File: src/sie_pkg.sv
// Shared constants and types of the special instruction execution block
`default_nettype none
package sie_pkg;
  // Register byte offsets
  localparam logic [7:0] OFS_CTRL = 8'h00;
  localparam logic [7:0] OFS_STATE = 8'h04;
  localparam logic [7:0] OFS_OPND = 8'h08;
  localparam logic [7:0] OFS_INSTR = 8'h0C;
  localparam logic [7:0] OFS_STATUS = 8'h10;
  localparam logic [7:0] OFS_RESULT = 8'h14;
  // Instruction word fields
  localparam int F_OP = 0;
  localparam int F_LEN = 4;
  localparam int F_MODE = 6;
  localparam int F_BIT = 8;
  localparam int F_IMM = 10;
  localparam int F_MEM = 18;
  // Control, state and result fields
  localparam int F_MBE = 0;
  localparam int F_MBS = 4;
  localparam int F_X = 4;
  localparam int F_CY = 8;
  localparam int F_HL = 16;
  localparam int F_RBIT = 12;
  localparam int F_RNIB = 16;
  localparam int F_TADDR = 24;
  // Table-indirect execute table
  localparam logic [6:0] TBL_BASE = 7'h20;
  localparam logic [6:0] TBL_LAST = 7'h7F;
  localparam logic [7:0] TBL_ENTRIES = 8'h30;
  // Bit addressing windows
  localparam logic [11:0] FMEM_LO0 = 12'hFB0;
  localparam logic [11:0] FMEM_HI0 = 12'hFBF;
  localparam logic [11:0] FMEM_LO1 = 12'hFF0;
  localparam logic [11:0] PMEM_LO = 12'hFC0;
  localparam logic [11:0] MEM_TOP = 12'hFFF;
  // Machine cycle costs
  localparam logic [1:0] MC_SKIP_LONG = 2'd2;
  localparam logic [1:0] MC_SKIP_SHORT = 2'd1;
  localparam logic [1:0] LEN_LONG = 2'd3;
  localparam int MC_CLKS = 4;
  // Reset values
  localparam logic [3:0] RST_NIB = 4'h0;
  localparam logic [7:0] RST_BYTE = 8'h00;

  typedef enum logic [3:0] {
    OP_NOP = 4'h0, OP_MOV_A_N4 = 4'h1, OP_MOV_XA_N8 = 4'h2, OP_MOV_HL_N8 = 4'h3,
    OP_ADD_IMMEDIATE_SKIP = 4'h4, OP_ADD_WITH_CARRY = 4'h5, OP_SUBTRACT_WITH_BORROW = 4'h6, OP_BSET = 4'h7,
    OP_BCLR = 4'h8, OP_BTST = 4'h9, OP_BAND = 4'hA, OP_BOR = 4'hB,
    OP_BXOR = 4'hC, OP_BMOV = 4'hD, OP_TABLE_INDIRECT_EXECUTE = 4'hE, OP_BLOCK_RELATIVE_BRANCH_FIXED_AREA_CALL = 4'hF
  } sie_op_t;

  typedef enum logic [1:0] {
    GRP_NONE = 2'd0, GRP_ACC = 2'd1, GRP_HL = 2'd2
  } sie_grp_t;

  typedef enum logic [1:0] {
    BM_FMEM = 2'd0, BM_PMEM_L = 2'd1, BM_H_MEM = 2'd2
  } sie_bmode_t;

  typedef enum logic [1:0] {
    ST_IDLE = 2'b00, ST_RUN = 2'b01
  } sie_state_t;
endpackage
`default_nettype wire

File: src/sie_bit_addr.sv
// Effective bit address for the three bit manipulation addressing modes
`default_nettype none
module sie_bit_addr (
  input wire logic [1:0] mode,
  input wire logic [11:0] mem_addr,
  input wire logic [1:0] bit_imm,
  input wire logic [7:0] hl,
  input wire logic bank_enable_flag,
  input wire logic [3:0] bank_select_register,
  output logic [11:0] eff_addr,
  output logic [1:0] eff_bit,
  output logic valid
);
  logic [3:0] bank;
  logic in_fmem;
  logic in_pmem;
  logic [11:0] pmem_addr;

  assign bank = bank_enable_flag ? bank_select_register : 4'h0; // RULE_07
  assign in_fmem = ((mem_addr >= sie_pkg::FMEM_LO0) && (mem_addr <= sie_pkg::FMEM_HI0)) ||
                   (mem_addr >= sie_pkg::FMEM_LO1); // RULE_05
  assign pmem_addr = {mem_addr[11:2], 2'b00};
  assign in_pmem = (pmem_addr >= sie_pkg::PMEM_LO); // RULE_06

  assign eff_addr = (mode == sie_pkg::BM_FMEM) ? mem_addr :
                    (mode == sie_pkg::BM_PMEM_L) ? pmem_addr :
                    {bank, hl[7:4], mem_addr[3:0]}; // RULE_07
  assign eff_bit = (mode == sie_pkg::BM_PMEM_L) ? hl[1:0] : bit_imm; // RULE_06
  assign valid = (mode == sie_pkg::BM_FMEM) ? in_fmem :
                 (mode == sie_pkg::BM_PMEM_L) ? in_pmem :
                 (mode == sie_pkg::BM_H_MEM);
endmodule
`default_nettype wire

File: src/sie_core.sv
// Special instruction execution unit with AHB-Lite register slave
// How it works
// RULE_01 - Table execute is one byte, fetching a two-byte entry from 0020H-007FH.
// RULE_02 - Entry may be call, branch, two-cycle instruction or pair; not block branches.
// RULE_03 - Exactly 48 table entries are selectable by the one-byte execute.
// RULE_04 - Bit test, transfer, AND, OR, XOR, set and clear on single bits.
// RULE_05 - Short direct bit mode reaches FB0H-FBFH and FF0H-FFFH.
// RULE_06 - Pointer-low indirect bit mode reaches FC0H-FFFH, bit taken from L.
// RULE_07 - Pointer-high bit mode uses active bank, enable flag ANDed with bank select.
// RULE_08 - Accumulator immediates form one string group, pointer immediate another.
// RULE_09 - Consecutive same-group loads after the first one run as no-operations.
// RULE_10 - Add with carry puts A plus memory plus carry in A, carry out in CY.
// RULE_11 - Base-m add: add 16-m, add with carry, add m; CY flags overflow.
// RULE_12 - Carry from add with carry skips the next immediate add.
// RULE_13 - Immediate add right after add/subtract with carry never raises a skip.
// RULE_14 - Subtract with borrow skips next immediate add unless it borrows; CY is underflow.
// RULE_15 - A met skip condition drops the next instruction and continues after it.
// RULE_16 - Skipping a three-byte branch or call costs two machine cycles.
// RULE_17 - Skipping any other instruction costs one machine cycle.
// RULE_18 - Skipping the table execute instruction costs one machine cycle.
// RULE_19 - A string run ends at the first instruction of another group.
//
// The placing of the registers and the AHB-Lite interface to the registers were left to the implementer.
`default_nettype none
module sie_core #(
  parameter int MC_CLKS = sie_pkg::MC_CLKS
) (
  input wire logic hclk,
  input wire logic hresetn,
  input wire logic hsel,
  input wire logic [31:0] haddr,
  input wire logic [1:0] htrans,
  input wire logic hwrite,
  input wire logic [2:0] hsize,
  input wire logic [31:0] hwdata,
  input wire logic hready,
  output logic [31:0] hrdata,
  output logic hreadyout,
  output logic hresp,
  output logic busy
);
  // Bus slave
  logic wr_pend_q;
  logic [7:0] wr_addr_q;
  logic [31:0] hrdata_q;
  logic addr_ok;
  logic take_ap;
  logic [31:0] rd_mux;

  assign addr_ok = (haddr[31:8] == 24'h000000) && (haddr[1:0] == 2'b00);
  assign take_ap = hsel && htrans[1] && hready;
  assign hreadyout = 1'b1;
  assign hresp = 1'b0;
  assign hrdata = hrdata_q;

  // Architectural state
  logic [3:0] acc_q, acc_d;
  logic [3:0] x_q, x_d;
  logic cy_q, cy_d;
  logic [7:0] hl_q, hl_d;
  logic mbe_q;
  logic [3:0] mbs_q;
  logic [3:0] opnd_q;
  logic [31:0] instr_q;
  logic skip_q, skip_d;
  logic adj_q, adj_d;
  logic table_indirect_execute_q, table_indirect_execute_d;
  sie_pkg::sie_grp_t grp_q, grp_d;
  logic skipped_q, skipped_d;
  logic nop_q, nop_d;
  logic refused_q, refused_d;
  logic [1:0] cost_q, cost_d;
  logic [11:0] eaddr_q;
  logic [1:0] ebit_q;
  logic [3:0] rnib_q, rnib_d;
  logic [6:0] taddr_q, taddr_d;
  logic bvalid_q;

  // Instruction decode
  logic wr_ctrl, wr_state, wr_opnd, wr_instr, take;
  sie_pkg::sie_op_t op;
  sie_pkg::sie_grp_t op_grp;
  logic [1:0] len;
  logic [7:0] imm;
  logic is_bitop, str_nop, bad_table_indirect_execute, bad_entry, bad_bit, refuse;
  logic [11:0] eff_addr;
  logic [1:0] eff_bit;
  logic bit_valid, bit_val;
  logic [4:0] add_sum, sub_dif, add_immediate_skip_sum;
  logic [7:0] tbl_off;
  logic [1:0] skip_cost, exec_cost;

  assign wr_ctrl = wr_pend_q && (wr_addr_q == sie_pkg::OFS_CTRL);
  assign wr_state = wr_pend_q && (wr_addr_q == sie_pkg::OFS_STATE) && !busy;
  assign wr_opnd = wr_pend_q && (wr_addr_q == sie_pkg::OFS_OPND);
  assign wr_instr = wr_pend_q && (wr_addr_q == sie_pkg::OFS_INSTR);
  assign take = wr_instr && !busy;

  assign op = sie_pkg::sie_op_t'(hwdata[sie_pkg::F_OP +: 4]);
  assign len = hwdata[sie_pkg::F_LEN +: 2];
  assign imm = hwdata[sie_pkg::F_IMM +: 8];
  assign op_grp = ((op == sie_pkg::OP_MOV_A_N4) || (op == sie_pkg::OP_MOV_XA_N8)) ?
                  sie_pkg::GRP_ACC :
                  (op == sie_pkg::OP_MOV_HL_N8) ? sie_pkg::GRP_HL : sie_pkg::GRP_NONE; // RULE_08
  assign str_nop = (op_grp != sie_pkg::GRP_NONE) && (op_grp == grp_q); // RULE_09
  assign is_bitop = (op >= sie_pkg::OP_BSET) && (op <= sie_pkg::OP_BMOV);
  assign bad_table_indirect_execute = (op == sie_pkg::OP_TABLE_INDIRECT_EXECUTE) && (imm >= sie_pkg::TBL_ENTRIES); // RULE_03
  assign bad_entry = table_indirect_execute_q && ((op == sie_pkg::OP_BLOCK_RELATIVE_BRANCH_FIXED_AREA_CALL) ||
                                (op == sie_pkg::OP_TABLE_INDIRECT_EXECUTE)); // RULE_02
  assign bad_bit = is_bitop && !bit_valid;
  assign refuse = bad_table_indirect_execute || bad_entry || bad_bit;
  assign tbl_off = {imm[6:0], 1'b0};
  assign bit_val = opnd_q[eff_bit];
  assign add_sum = {1'b0, acc_q} + {1'b0, opnd_q} + {4'h0, cy_q}; // RULE_10
  assign sub_dif = {1'b0, acc_q} - {1'b0, opnd_q} - {4'h0, cy_q}; // RULE_14
  assign add_immediate_skip_sum = {1'b0, acc_q} + {1'b0, imm[3:0]}; // RULE_11
  assign skip_cost = ((len == sie_pkg::LEN_LONG) && (op != sie_pkg::OP_TABLE_INDIRECT_EXECUTE)) ?
                     sie_pkg::MC_SKIP_LONG : sie_pkg::MC_SKIP_SHORT; // RULE_16 RULE_17 RULE_18
  assign exec_cost = ((len == 2'd0) || (op == sie_pkg::OP_TABLE_INDIRECT_EXECUTE)) ? 2'd1 : len; // RULE_01

  sie_bit_addr u_bit_addr (
    .mode(hwdata[sie_pkg::F_MODE +: 2]),
    .mem_addr(hwdata[sie_pkg::F_MEM +: 12]),
    .bit_imm(hwdata[sie_pkg::F_BIT +: 2]),
    .hl(hl_q),
    .bank_enable_flag(mbe_q),
    .bank_select_register(mbs_q),
    .eff_addr(eff_addr),
    .eff_bit(eff_bit),
    .valid(bit_valid)
  );

  always_comb begin
    acc_d = acc_q;
    x_d = x_q;
    cy_d = cy_q;
    hl_d = hl_q;
    skip_d = skip_q;
    adj_d = adj_q;
    table_indirect_execute_d = table_indirect_execute_q;
    grp_d = grp_q;
    skipped_d = skipped_q;
    nop_d = nop_q;
    refused_d = refused_q;
    cost_d = cost_q;
    rnib_d = rnib_q;
    taddr_d = taddr_q;
    if (wr_state) begin
      acc_d = hwdata[3:0];
      x_d = hwdata[sie_pkg::F_X +: 4];
      cy_d = hwdata[sie_pkg::F_CY];
      hl_d = hwdata[sie_pkg::F_HL +: 8];
    end
    if (take) begin
      skipped_d = 1'b0;
      nop_d = 1'b0;
      refused_d = 1'b0;
      skip_d = 1'b0;
      adj_d = 1'b0;
      table_indirect_execute_d = 1'b0;
      cost_d = exec_cost;
      rnib_d = opnd_q;
      if (skip_q) begin
        skipped_d = 1'b1; // RULE_15
        grp_d = sie_pkg::GRP_NONE;
        cost_d = skip_cost; // RULE_16 RULE_17 RULE_18
      end else if (refuse) begin
        refused_d = 1'b1;
        cost_d = 2'd1;
        grp_d = sie_pkg::GRP_NONE;
      end else begin
        grp_d = op_grp; // RULE_19
        if (str_nop) begin
          nop_d = 1'b1; // RULE_09
          cost_d = 2'd1;
        end else begin
          case (op)
            sie_pkg::OP_MOV_A_N4: begin
              acc_d = imm[3:0];
            end
            sie_pkg::OP_MOV_XA_N8: begin
              acc_d = imm[3:0];
              x_d = imm[7:4];
            end
            sie_pkg::OP_MOV_HL_N8: begin
              hl_d = imm;
            end
            sie_pkg::OP_ADD_IMMEDIATE_SKIP: begin
              acc_d = add_immediate_skip_sum[3:0];
              skip_d = add_immediate_skip_sum[4] && !adj_q; // RULE_13
            end
            sie_pkg::OP_ADD_WITH_CARRY: begin
              acc_d = add_sum[3:0]; // RULE_10
              cy_d = add_sum[4];
              skip_d = add_sum[4]; // RULE_12
              adj_d = 1'b1;
            end
            sie_pkg::OP_SUBTRACT_WITH_BORROW: begin
              acc_d = sub_dif[3:0];
              cy_d = sub_dif[4];
              skip_d = !sub_dif[4]; // RULE_14
              adj_d = 1'b1;
            end
            sie_pkg::OP_BSET: begin
              rnib_d = opnd_q | (4'h1 << eff_bit); // RULE_04
            end
            sie_pkg::OP_BCLR: begin
              rnib_d = opnd_q & ~(4'h1 << eff_bit); // RULE_04
            end
            sie_pkg::OP_BTST: begin
              skip_d = bit_val; // RULE_04
            end
            sie_pkg::OP_BAND: begin
              cy_d = cy_q & bit_val; // RULE_04
            end
            sie_pkg::OP_BOR: begin
              cy_d = cy_q | bit_val; // RULE_04
            end
            sie_pkg::OP_BXOR: begin
              cy_d = cy_q ^ bit_val; // RULE_04
            end
            sie_pkg::OP_BMOV: begin
              cy_d = bit_val; // RULE_04
            end
            sie_pkg::OP_TABLE_INDIRECT_EXECUTE: begin
              taddr_d = sie_pkg::TBL_BASE + tbl_off[6:0]; // RULE_01
              table_indirect_execute_d = 1'b1;
            end
            default: begin
              nop_d = 1'b0;
            end
          endcase
        end
      end
    end
  end

  // Machine cycle divider and busy sequencer
  sie_pkg::sie_state_t state_q;
  logic [7:0] div_q;
  logic [1:0] left_q;
  logic mc_tick;

  assign mc_tick = (state_q == sie_pkg::ST_RUN) && (div_q == 8'(MC_CLKS - 1));
  assign busy = (state_q == sie_pkg::ST_RUN);

  always_ff @(posedge hclk or negedge hresetn) begin
    if (!hresetn) begin
      state_q <= sie_pkg::ST_IDLE;
      div_q <= sie_pkg::RST_BYTE;
      left_q <= 2'd0;
    end else begin
      case (state_q)
        sie_pkg::ST_IDLE: begin
          div_q <= sie_pkg::RST_BYTE;
          if (take) begin
            state_q <= sie_pkg::ST_RUN;
            left_q <= cost_d;
          end
        end
        sie_pkg::ST_RUN: begin
          div_q <= mc_tick ? sie_pkg::RST_BYTE : div_q + 8'd1;
          if (mc_tick) begin
            left_q <= left_q - 2'd1;
            if (left_q == 2'd1) begin
              state_q <= sie_pkg::ST_IDLE;
            end
          end
        end
        default: begin
          state_q <= sie_pkg::ST_IDLE;
        end
      endcase
    end
  end

  always_ff @(posedge hclk or negedge hresetn) begin
    if (!hresetn) begin
      acc_q <= sie_pkg::RST_NIB;
      x_q <= sie_pkg::RST_NIB;
      cy_q <= 1'b0;
      hl_q <= sie_pkg::RST_BYTE;
      skip_q <= 1'b0;
      adj_q <= 1'b0;
      table_indirect_execute_q <= 1'b0;
      grp_q <= sie_pkg::GRP_NONE;
      skipped_q <= 1'b0;
      nop_q <= 1'b0;
      refused_q <= 1'b0;
      cost_q <= 2'd0;
      rnib_q <= sie_pkg::RST_NIB;
      taddr_q <= 7'h00;
    end else begin
      acc_q <= acc_d;
      x_q <= x_d;
      cy_q <= cy_d;
      hl_q <= hl_d;
      skip_q <= skip_d;
      adj_q <= adj_d;
      table_indirect_execute_q <= table_indirect_execute_d;
      grp_q <= grp_d;
      skipped_q <= skipped_d;
      nop_q <= nop_d;
      refused_q <= refused_d;
      cost_q <= cost_d;
      rnib_q <= rnib_d;
      taddr_q <= taddr_d;
    end
  end

  always_ff @(posedge hclk or negedge hresetn) begin
    if (!hresetn) begin
      mbe_q <= 1'b0;
      mbs_q <= sie_pkg::RST_NIB;
      opnd_q <= sie_pkg::RST_NIB;
      instr_q <= 32'h00000000;
      eaddr_q <= 12'h000;
      ebit_q <= 2'd0;
      bvalid_q <= 1'b0;
    end else begin
      if (wr_ctrl) begin
        mbe_q <= hwdata[sie_pkg::F_MBE];
        mbs_q <= hwdata[sie_pkg::F_MBS +: 4];
      end
      if (wr_opnd) begin
        opnd_q <= hwdata[3:0];
      end
      if (take) begin
        instr_q <= hwdata;
        eaddr_q <= eff_addr;
        ebit_q <= eff_bit;
        bvalid_q <= bit_valid;
      end
    end
  end

  // Read mux and bus phase tracking
  assign rd_mux = (haddr[7:0] == sie_pkg::OFS_CTRL) ? {24'h0, mbs_q, 3'h0, mbe_q} :
                  (haddr[7:0] == sie_pkg::OFS_STATE) ?
                    {8'h00, hl_q, 7'h00, cy_q, x_q, acc_q} :
                  (haddr[7:0] == sie_pkg::OFS_OPND) ? {28'h0, opnd_q} :
                  (haddr[7:0] == sie_pkg::OFS_INSTR) ? instr_q :
                  (haddr[7:0] == sie_pkg::OFS_STATUS) ?
                    {21'h0, bvalid_q, cost_q, grp_q, refused_q, nop_q, skipped_q,
                     adj_q, skip_q, busy} :
                  (haddr[7:0] == sie_pkg::OFS_RESULT) ?
                    {1'b0, taddr_q, 4'h0, rnib_q, 2'b00, ebit_q, eaddr_q} : 32'h00000000;

  always_ff @(posedge hclk or negedge hresetn) begin
    if (!hresetn) begin
      wr_pend_q <= 1'b0;
      wr_addr_q <= 8'h00;
      hrdata_q <= 32'h00000000;
    end else begin
      wr_pend_q <= take_ap && hwrite && addr_ok;
      if (take_ap) begin
        wr_addr_q <= haddr[7:0];
        hrdata_q <= (!hwrite && addr_ok) ? rd_mux : 32'h00000000;
      end
    end
  end

  // Checks
  property p_add_with_carry_sum;
    @(posedge hclk) disable iff (!hresetn)
      (take && !skip_q && op == sie_pkg::OP_ADD_WITH_CARRY) |=> ({cy_q, acc_q} == $past(add_sum));
  endproperty
  a_add_with_carry_sum: assert property (p_add_with_carry_sum) else $error("add with carry result wrong"); // RULE_10

  property p_add_with_carry_skip;
    @(posedge hclk) disable iff (!hresetn)
      (take && !skip_q && op == sie_pkg::OP_ADD_WITH_CARRY) |=> (skip_q == cy_q);
  endproperty
  a_add_with_carry_skip: assert property (p_add_with_carry_skip) else $error("carry skip not armed"); // RULE_12

  property p_subtract_with_borrow_skip;
    @(posedge hclk) disable iff (!hresetn)
      (take && !skip_q && op == sie_pkg::OP_SUBTRACT_WITH_BORROW) |=> (skip_q == !cy_q);
  endproperty
  a_subtract_with_borrow_skip: assert property (p_subtract_with_borrow_skip) else $error("borrow skip wrong"); // RULE_14

  property p_add_immediate_skip_noskip;
    @(posedge hclk) disable iff (!hresetn)
      (take && !skip_q && adj_q && op == sie_pkg::OP_ADD_IMMEDIATE_SKIP) |=> !skip_q;
  endproperty
  a_add_immediate_skip_noskip: assert property (p_add_immediate_skip_noskip) else $error("adjust add raised skip"); // RULE_13

  property p_str_nop;
    @(posedge hclk) disable iff (!hresetn)
      (take && !skip_q && !refuse && str_nop) |=> ($stable(acc_q) && $stable(hl_q) && nop_q);
  endproperty
  a_str_nop: assert property (p_str_nop) else $error("string load not suppressed"); // RULE_09

  property p_skip_state;
    @(posedge hclk) disable iff (!hresetn)
      (take && skip_q) |=> (skipped_q && !skip_q && $stable(acc_q) && $stable(cy_q));
  endproperty
  a_skip_state: assert property (p_skip_state) else $error("skipped instruction acted"); // RULE_15

  property p_skip_long;
    @(posedge hclk) disable iff (!hresetn)
      (take && skip_q && len == sie_pkg::LEN_LONG && op != sie_pkg::OP_TABLE_INDIRECT_EXECUTE)
        |=> (busy && left_q == 2'd2);
  endproperty
  a_skip_long: assert property (p_skip_long) else $error("long skip cost wrong"); // RULE_16

  property p_skip_short;
    @(posedge hclk) disable iff (!hresetn)
      (take && skip_q && (len != sie_pkg::LEN_LONG || op == sie_pkg::OP_TABLE_INDIRECT_EXECUTE))
        |=> (left_q == 2'd1) ##0 busy [*1] ##[1:64] !busy;
  endproperty
  a_skip_short: assert property (p_skip_short) else $error("short skip cost wrong"); // RULE_17

  property p_tbl_range;
    @(posedge hclk) disable iff (!hresetn)
      (take && !skip_q && !refuse && op == sie_pkg::OP_TABLE_INDIRECT_EXECUTE)
        |=> (taddr_q >= sie_pkg::TBL_BASE && taddr_q < sie_pkg::TBL_LAST && !taddr_q[0]);
  endproperty
  a_tbl_range: assert property (p_tbl_range) else $error("table address out of range"); // RULE_01

  property p_bank;
    @(posedge hclk) disable iff (!hresetn)
      (take && hwdata[sie_pkg::F_MODE +: 2] == sie_pkg::BM_H_MEM)
        |-> (eff_addr[11:8] == (mbe_q ? mbs_q : 4'h0));
  endproperty
  a_bank: assert property (p_bank) else $error("active bank wrong"); // RULE_07

  c_base_adjust: cover property (@(posedge hclk) disable iff (!hresetn)
    (take && op == sie_pkg::OP_ADD_WITH_CARRY) ##[1:64] (take && op == sie_pkg::OP_ADD_IMMEDIATE_SKIP && skip_q));
  c_string_run: cover property (@(posedge hclk) disable iff (!hresetn)
    (take && str_nop && !skip_q));
  c_long_skip: cover property (@(posedge hclk) disable iff (!hresetn)
    (take && skip_q && len == sie_pkg::LEN_LONG));
endmodule
`default_nettype wire

File: config.mk
export PLATFORM = sky130hd
export DESIGN_NAME = sie_core
export DESIGN_NICKNAME = d
export VERILOG_FILES = /design/src/sie_pkg.sv /design/src/sie_bit_addr.sv /design/src/sie_core.sv
export SDC_FILE = /design/constraint.sdc
export NUM_CORES = 1
export LEC_CHECK = 0
export BUFFER_PORTS_ARGS = -buffer_cell sky130_fd_sc_hd__clkbuf_2
export CORE_MARGIN = 2
export CORE_UTILIZATION = 40
export CTS_BUF_LIST = sky130_fd_sc_hd__clkbuf_8
export DETAILED_ROUTE_END_ITERATION = 16
export SLEW_MARGIN = 20
export SYNTH_ARGS = -nofsm -noshare
export SYNTH_HDL_FRONTEND = slang
export SYNTH_SLANG_ARGS = --single-unit
File: constraint.sdc
create_clock -name hclk -period 3.4 [get_ports hclk]
set_input_delay 1.02 -clock hclk [delete_from_list [all_inputs] [get_ports hclk]]
set_output_delay 1.02 -clock hclk [all_outputs]
set_load 0.01 [all_outputs]
==> run_results.csv, run 1 <==
group,metric,value,unit
global_route,antenna_found_initial,0,
finish,antenna_cells,0,
die,die_h,141.7,µm
yosys,synth-seq-cells,143,
clocking,cts-buffers-inserted,17,
timing,tightest_slew,799.8,ps
finish,design_area,8859,µm²
yosys,synth_cells,799,
yosys,synth_compound_area_share,16.78,%
min_path,min_path_type,"primary input to async pin",
yosys,synthArstFlopShare,100.0,%
clocking,cts-hold-fix-buffers,0,
finish,fillers,1845,
pwr,leakage,0.004234,µW
yosys,syn_area_per_cell,9.493,µm²
yosys,synth_top_family_by_area,"simple AND/OR/NAND/NOR gates",
timing,final.setup.tns,0,ps
clocking,path_clk_slew,100,ps
routing,first_pass_iters,7,
clocking,ctsResizeCount,0,
global_route,top_usage_layer,"met2",
yosys,synth_fp_nets,896,
timing,whs,436.9,ps
global_route,track_usage,22.68,%
clocking,post_cts_buffers,0,
finish,area_delta_synth_final,16.79,%
place,gp_routability_congestion,0.8735,
yosys,yosys_warnings,0,
finish,final_util,47.52,%
die,io_pins,109,
global_route,met3_usage,4.455,%
clocking,clock-sinks,143,
yosys,synth_top_cell_by_area,"dfrtp_1",
yosys,yosysSeqAreaShare,47.18,%
timing,hold_viol_final,0,
yosys,synth_common_cells,"nand2_1 (168), dfrtp_1 (143), a21oi_1 (43)",
yosys,synthAdderAreaFrac,4.289,%
timing,slew_violations,0,
global_route,met2_usage,34.62,%
global_route,gr-usage-met1,32.77,%
yosys,syn-cell-area,7585,µm²
critical_path,rr_endpoint,"taddr_q[3]",
pwr,ir_drop,0.0002224,V
critical_path,crit_path_start_kind,"primary input",
pwr,power_density,383.6,nW/µm²
place,io_buffers,102,
timing,relSlewSlack,46.68,%
yosys,ys.flop_type,"dfrtp_1",
die,chipWidth,141.7,µm
routing,wl,22050,µm
status,status,"finished, final reports clean",
timing,fin_crit,2757,ps
finish,final-seq-area,3578,µm²
clocking,clk_latency,470,ps
critical_path,timing.rr.start,"wr_addr_q[5]",
routing,vias,6452,
yosys,synth-xor-area-share,1.270,%
yosys,yosysMostFrequentCell,"nand2_1",
finish,final_nets,1006,
place,dp_cells,1124,
clocking,cts_tree,"yes",
global_route,grt_first_pass_wirelength,34540,µm
global_route,grt_max_degree,76,
critical_path,reg2reg_setup_slack,670,ps
die,core,18640,µm²
routing,routed_via_density,5.581,
finish,multiInputGateArea,3765,µm²
die,placementRows,50,
routing,route.detailed.drc,0,
critical_path,required,3750,ps
critical_path,crit_arrival,3110,ps
yosys,synth.distinct_cells,65,
global_route,grt_overflow,0,
clocking,clockBufferDepth,2,
finish,drive_above_1_share,22.13,%
routing,drt_iter0_markers,468,
routing,wl_per_cell,19.08,µm
timing,fin_skew,17.19,ps
yosys,synth_top_area_share,47.18,%
yosys,synth-edff-count,0,
timing,period_share,81.08,%
place,place_area,8499,µm²
job,maxCapViolCount,0,
routing,ant_nets,0,
finish,instances_no_fill,1156,
critical_path,rr_worst_depth,5,
timing,max_freq,0.3627,GHz
die,dieArea,20080,µm²
yosys,synthMuxAreaShare,7.770,%
clocking,cts_max_level,4,
critical_path,end_kind,"flip-flop",
die,start_util,40.68,%
critical_path,timing_worst_setup_path_type,"primary input to flip-flop",
global_route,grt_pass1_vias,6106,
yosys,synthTopCellsByArea,"dfrtp_1 (47%), nand2_1 (8.3%), mux2i_1 (4.0%), a22o_1 (3.5%), ha_1 (3.0%)",
clocking,cts-root-buf,"clkbuf_8",
timing,rsz0062_at_grt,"no",
place,hpwlAfterDp,15970,µm
timing,setup_viol,0,
yosys,synth_simple_gate_area_share,19.22,%
critical_path,cp_max_fo,6,
cells by family (layout without fill, tap and decap cells):
group           count (synthesis)  in the layout
other cells                     2              2
buf+inv                        65            188
simple gates                  307            307
xor+xnor                       11             11
mux                            54             54
compound gates                194            194
flops                         143            143
fa+ha+maj                      23             23
cell type report:
class / count / area share (%)
inverters: 19 / 0.8051
repair buffers: 137 / 8.941
clock inverters: 15 / 1.412
well taps: 234 / 3.305
multi-input cells: 591 / 42.50
flip-flops and latches: 143 / 40.40
clock buffers: 17 / 2.641
power breakdown:
group          internal, µW  leakage (µW)  switching [µW]
sequential             1730       0.00163            39.8
clock                   527      0.000184             743
combinational           150       0.00242             209
total                  2410       0.00423             992
worst max path at each step:
stage	startpoint	to	slack [ps]	cells past startpoint
floorplan	hwdata[7]	cy_q	380	10
global placement	hwdata[6]	cy_q	210	11
detailed placement	hwdata[6]	cy_q	180	11
CTS	wr_addr_q[5]	taddr_q[6]	670	5
global route	hwdata[6]	cy_q	390	11
finish	hwdata[6]	cy_q	640	11
through the flow:
stage               setup slack, ps  power [µW]
detailed placement            175.9        2163
CTS                           667.9        3425
finish                        643.2        3398
floorplan                     376.0        1983
global route                  390.5        3543
global placement              213.7        2158
registers in the layout, indices dropped and copies added, names as in the netlist, 2 cells and up:
name	count
cost_q	2
taddr_q	6
instr_q	32
hl_q	8
left_q	2
rnib_q	4
mbs_q	4
grp_q	2
acc_q	4
hrdata	32
wr_addr_q	8
x_q	4
opnd_q	4
eaddr_q	10
div_q	8
ebit_q	2
routing by layer:
layer  vias to the layer above  wire [µm]
li1                       3061          -
met1                      3163      10290
met2                       209      10160
met3                        19       1239
met4                         0        363
met5                         -          0
worst max-delay path: stages:
cell and delay [ps]:
clkbuf_2 160, nand2b_1 230, mux2i_1 400, mux2i_1 150, mux2i_1 300, inv_1 90
ha_1 280, nand2_1 70, o32ai_1 70, o31ai_1 250, a21oi_1 90
placed cells by master, fill, tap and decap left out, types with 25 or more instances in the layout:
master / n
nand2_1: 168
o21ai_1: 25
dfrtp_1: 143
nor2_1: 36
buf_4: 34
a22o_1: 30
o21ai_0: 28
a21oi_1: 43
clkbuf_2: 101
mux2i_1: 30
Power figures use the tool's default switching activity.
==> run 2: changes to the inputs <==
- clock period: 3.4 -> 2.33 ns (I/O delays scaled with it)
==> run 2 against run 1 <==
  * Register-to-register slack got worse by 620 ps
  * Non-clock buffer count is 81 higher
  * Total power up 59%
  * Clock skew is 4.0 ps higher
  * Hold slack got worse by 270 ps
  * Combinational power rose by 94%
  * Final area grew 10%
  * Utilization increased by 5.0 points
  * Sequential cell count unchanged
  * Sequential share of layout area fell by 3.8 points
  * Global-route usage grew 1.3 points
  * Largest cell class unchanged
==> run_results.csv, run 2 (synthesized netlist as in run 1, its figures left out) <==
group,metric,value,unit
place,hpwlAfterDp,17340,µm
critical_path,timing_worst_setup_path_type,"flip-flop to flip-flop",
timing,rsz0062_at_grt,"no",
clocking,cts-hold-fix-buffers,0,
global_route,grt_first_pass_wirelength,36840,µm
die,placementRows,50,
job,maxCapViolCount,0,
clocking,cts-buffers-inserted,17,
timing,fin_crit,2275,ps
critical_path,required,2680,ps
timing,max_freq,0.4396,GHz
pwr,switchingPower,1555,µW
routing,first_pass_iters,5,
finish,final_cell_mix,"nand2_1 (167), dfrtp_1 (141), buf_4 (107)",
global_route,antenna_found_initial,0,
timing,period_share,97.64,%
pwr,intPower,3858,µW
routing,route.detailed.drc,0,
pwr,clockPowerShare,39.8,%
global_route,grt_max_degree,46,
global_route,grt_pass1_vias,6648,
timing,fin_skew,21.16,ps
clocking,clk_latency,470,ps
clocking,path_clk_slew,100,ps
critical_path,end_kind,"flip-flop",
place,gp_routability_congestion,0.9045,
die,io_pins,109,
pwr,leakage,0.004706,µW
pwr,power_density,553.0,nW/µm²
timing,whs,165.3,ps
finish,final_util,52.50,%
routing,wl,23210,µm
min_path,min_path_type,"primary input to async pin",
routing,vias,6704,
die,die_h,141.7,µm
critical_path,reg2reg_setup_slack,50,ps
routing,drt_iter0_markers,483,
critical_path,crit_path_start_kind,"flip-flop",
routing,wl_per_cell,18.76,µm
die,dieArea,20080,µm²
timing,hold_viol_final,0,
clocking,clock-sinks,143,
critical_path,path_cells,"nor4_4 -> nand4_2 -> or3b_4 -> or3_4 -> mux2_4",
critical_path,crit_arrival,2630,ps
place,io_buffers,102,
global_route,grt_overflow,0,
critical_path,cp_slowest_stage_delay,510,ps
critical_path,cpMaxStageDelayCell,"or3_4",
timing,slew_violations,0,
routing,routed_via_density,5.420,
pwr,power_frac_seq,47.4,%
finish,final_nets,1087,
status,status,"finished, final reports clean",
finish,layout_commonest_cell,"nand2_1",
clocking,cts-root-buf,"clkbuf_8",
critical_path,crit_family,"simple AND/OR/NAND/NOR gates",
timing,setup_viol,0,
die,chipWidth,141.7,µm
finish,drive_above_1_share,31.70,%
finish,area_delta_synth_final,29.05,%
finish,antenna_cells,0,
global_route,track_usage,23.96,%
die,start_util,40.68,%
critical_path,path_buf_inv,0,
pwr,power_frac_comb,12.9,%
clocking,cts_tree,"yes",
clocking,cts_max_level,4,
critical_path,cp_max_fo,8,
die,core,18640,µm²
clocking,clockBufferDepth,2,
routing,ant_nets,0,
pwr,switching_share,28.73,%
pwr,ir_drop,0.0003401,V
## run 2: final timing paths
| check | start | to | cells past startpoint |
|---|---|---|---|
| setup / recovery | wr_addr_q[6] | taddr_q[6] | 5 |
| hold / removal | hresetn | grp_q[0] | 1 |
| setup reg to reg | wr_addr_q[6] | taddr_q[6] | 5 |
| hold reg to reg | instr_q[4] | instr_q[4] | 2 |
| max in group asynchronous | hresetn | mbs_q[2] | 2 |
| min in group hclk | hwdata[31] | instr_q[31] | 3 |
## run 2: what timing repair did
action | CTS | global route
endpoints found under the setup margin | 35 | 17
gates resized for setup | 19 | 12
pin swaps | 9 | 11
gates cloned | 0 | 1
buffers inserted | 3 | 3
## run 2: metal layers
metal | global-route usage, % | share of wire, %
met1 | 34.05 | 47
met2 | 38.27 | 47
met5 | 0 | 0
met3 | 3.679 | 4.6
met4 | 6.737 | 1.4
## run 2: per-stage QoR
step / setup TNS [ps] / cells / total power (µW) / instance area (µm²) / worst slack, ps
2_1_floorplan: -119.5 / 799 / 2904 / 7680 / -81.28
3_3_place_gp: -5033 / 1199 / 3262 / 9201 / -389.9
3_5_place_dp: -5952 / 1199 / 3268 / 9201 / -496.0
4_1_cts: 0 / 1234 / 5429 / 9711 / 6.966
5_1_grt: 0 / 1237 / 5631 / 9788 / 0.6999
6_report: 0 / 1237 / 5413 / 9788 / 54.99
## run 2: cell type report
class	count	area, µm²
flip-flops and latches	143	3581
clock inverters	15	192.7
inverters	19	71.32
clock buffers	17	234.0
fillers	1797	8855
well taps	234	292.8
multi-input cells	591	3911
repair buffers	218	1505
## run 2: worst reg2reg max path: cells and delay by family (launching register included)
kind,cells,cell delay [ps]
mux,1,330
flops,1,410
simple gates,4,1430
## run 2: power groups by stage
stage | clock network [µW] | registers (µW) | logic, µW
2_1_floorplan | 0 | 2610 | 292
3_3_place_gp | 0 | 2610 | 652
3_5_place_dp | 0 | 2610 | 656
4_1_cts | 2180 | 2560 | 682
5_1_grt | 2300 | 2570 | 763
6_report | 2150 | 2560 | 696
==> run 3: changes to the inputs <==
- REMOVE_ABC_BUFFERS: unset -> 1
==> run 3 against run 2 <==
  * Non-clock buffer count increased by 6
  * Hold slack worse by 37 ps
  * Clock-buffer cell count increased by 1
  * Setup slack lost 22 ps
  * Largest cell class unchanged
  * Clock power fell by 2%
  * Final cell count increased by 0.49%
  * Utilization is essentially flat
  * Fmax decreased by 0.97%
  * Critical endpoint is now cy_q
  * Critical path depth rose by 5
  * Clock skew fell by 3.1 ps
  * Register-to-register slack worse by 20 ps
  * Total power fell by 0.73%
==> run_results.csv, run 3 (synthesized netlist as in run 1, its figures left out) <==
group,metric,value,unit
status,status,"finished, final reports clean",
routing,ant_nets,0,
routing,wl,23560,µm
place,io_buffers,102,
timing,fin_skew,18.06,ps
pwr,leakage,0.004702,µW
critical_path,cp_common_cell,"fa_2",
die,die_h,141.7,µm
critical_path,crit_path_start_kind,"flip-flop",
clocking,cts_max_level,4,
critical_path,rr_worst_depth,10,
clocking,cts-buffers-inserted,17,
pwr,switchingPower,1516,µW
critical_path,timing_worst_setup_path_type,"flip-flop to flip-flop",
global_route,grt_overflow,0,
finish,layout_commonest_cell,"nand2_1",
routing,drt_iter0_markers,510,
global_route,grt_first_pass_wirelength,37010,µm
pwr,power_frac_seq,47.7,%
critical_path,timing.rr.start,"acc_q[0]",
die,start_util,40.68,%
clocking,clock-sinks,143,
timing,setup_viol,0,
finish,final_cell_mix,"nand2_1 (167), dfrtp_1 (141), buf_4 (113)",
place,hpwlAfterDp,17530,µm
pwr,intPower,3858,µW
job,maxCapViolCount,0,
place,gp_routability_congestion,0.9024,
timing,hold_viol_final,0,
timing,slew_violations,0,
finish,antenna_cells,0,
critical_path,cp_slowest_stage_delay,440,ps
pwr,clockPowerShare,39.3,%
die,placementRows,50,
pwr,switching_share,28.21,%
die,dieArea,20080,µm²
critical_path,rr_endpoint,"cy_q",
clocking,clockBufferDepth,2,
die,core,18640,µm²
critical_path,path_buf_inv,2,
die,io_pins,109,
global_route,grt_pass1_vias,6578,
pwr,report.power.total,5374,µW
clocking,cts_tree,"yes",
clocking,path_clk_slew,90,ps
clocking,cts-root-buf,"clkbuf_8",
pwr,ir_drop,0.0003255,V
routing,vias,6705,
min_path,min_path_type,"primary input to async pin",
clocking,clk_latency,470,ps
finish,fillers,1721,
die,chipWidth,141.7,µm
finish,final_nets,1093,
pwr,power_frac_comb,13.0,%
place,place_ws,-460.1,ps
timing,period_share,98.60,%
critical_path,path_cells,"buf_6 -> fa_2 -> inv_2 -> fa_2 -> nand2_4 -> a21oi_4 -> xnor2_2 -> o22ai_2 -> a2111oi_4 -> a21oi_1",
finish,drive_above_1_share,31.71,%
pwr,power_density,549.4,nW/µm²
critical_path,crit_arrival,2640,ps
timing,tightest_slew,525.4,ps
critical_path,cp_max_fo,3,
critical_path,cpMaxStageDelayCell,"dfrtp_2",
routing,wl_per_cell,18.95,µm
routing,first_pass_iters,5,
timing,rsz0062_at_grt,"yes",
timing,relSlewSlack,64.97,%
global_route,grt_max_degree,50,
timing,fin_crit,2297,ps
critical_path,reg2reg_setup_slack,30,ps
global_route,track_usage,24.22,%
critical_path,required,2670,ps
timing,max_freq,0.4353,GHz
critical_path,end_kind,"flip-flop",
global_route,antenna_found_initial,0,
critical_path,critical_path.startpoint,"acc_q[0]",
finish,area_delta_synth_final,28.97,%
timing,final.setup.tns,0,ps
timing,whs,128.3,ps
critical_path,crit_family,"compound AO/OA/AOI/OAI gates",
routing,route.detailed.drc,0,
finish,instances_no_fill,1243,
timing,layout_setup_ws,32.61,ps
routing,routed_via_density,5.394,
place,dp_cells,1201,
-- run 3: timing repair --
action | CTS | global route
setup buffers | 3 | 7
hold buffers | 0 | 0
endpoints found under the setup margin | 11 | 20
pin swaps | 8 | 15
gates resized for setup | 8 | 34
-- run 3: area by class of cell --
type                    count  area, µm²  area share [%]
clock buffers              18      247.7           2.533
clock inverters            14      167.7           1.714
inverters                  19      71.32          0.7291
multi-input cells         591       3908           39.95
flip-flops and latches    143       3581           36.61
well taps                 234      292.8           2.993
repair buffers            224       1514           15.48
-- run 3: layer usage --
metal | up-vias | wire length, µm | global-route usage, %
met5 | - | 0 | 0
met4 | 0 | 478 | 7.211
met3 | 28 | 1304 | 5.164
met2 | 204 | 11240 | 38.81
met1 | 3242 | 10530 | 33.19
li1 | 3231 | - | -
-- run 3: how the worst max path moves through the flow --
stage                 end  cells past startpoint
2_1_floorplan  hrdata[10]                      6
3_3_place_gp         cy_q                     11
3_5_place_dp         cy_q                     11
4_1_cts        taddr_q[2]                      6
5_1_grt              cy_q                     10
6_report             cy_q                     10
-- run 3: power by group through the flow --
stage / Sequential [µW] / Combinational [µW] / Clock (µW)
2_1_floorplan: 2610 / 256 / 0
3_3_place_gp: 2610 / 635 / 0
3_5_place_dp: 2610 / 641 / 0
4_1_cts: 2560 / 657 / 2150
5_1_grt: 2570 / 762 / 2240
6_report: 2560 / 697 / 2110
-- run 3: through the flow --
| step | utilization [%] | instance area, µm² |
|---|---|---|
| final | 52.47 | 9782 |
| after global routing | 52.47 | 9782 |
| after CTS | 51.44 | 9589 |
| after detailed placement | 48.96 | 9128 |
| after global placement | 48.96 | 9128 |
| after floorplan | - | 7398 |
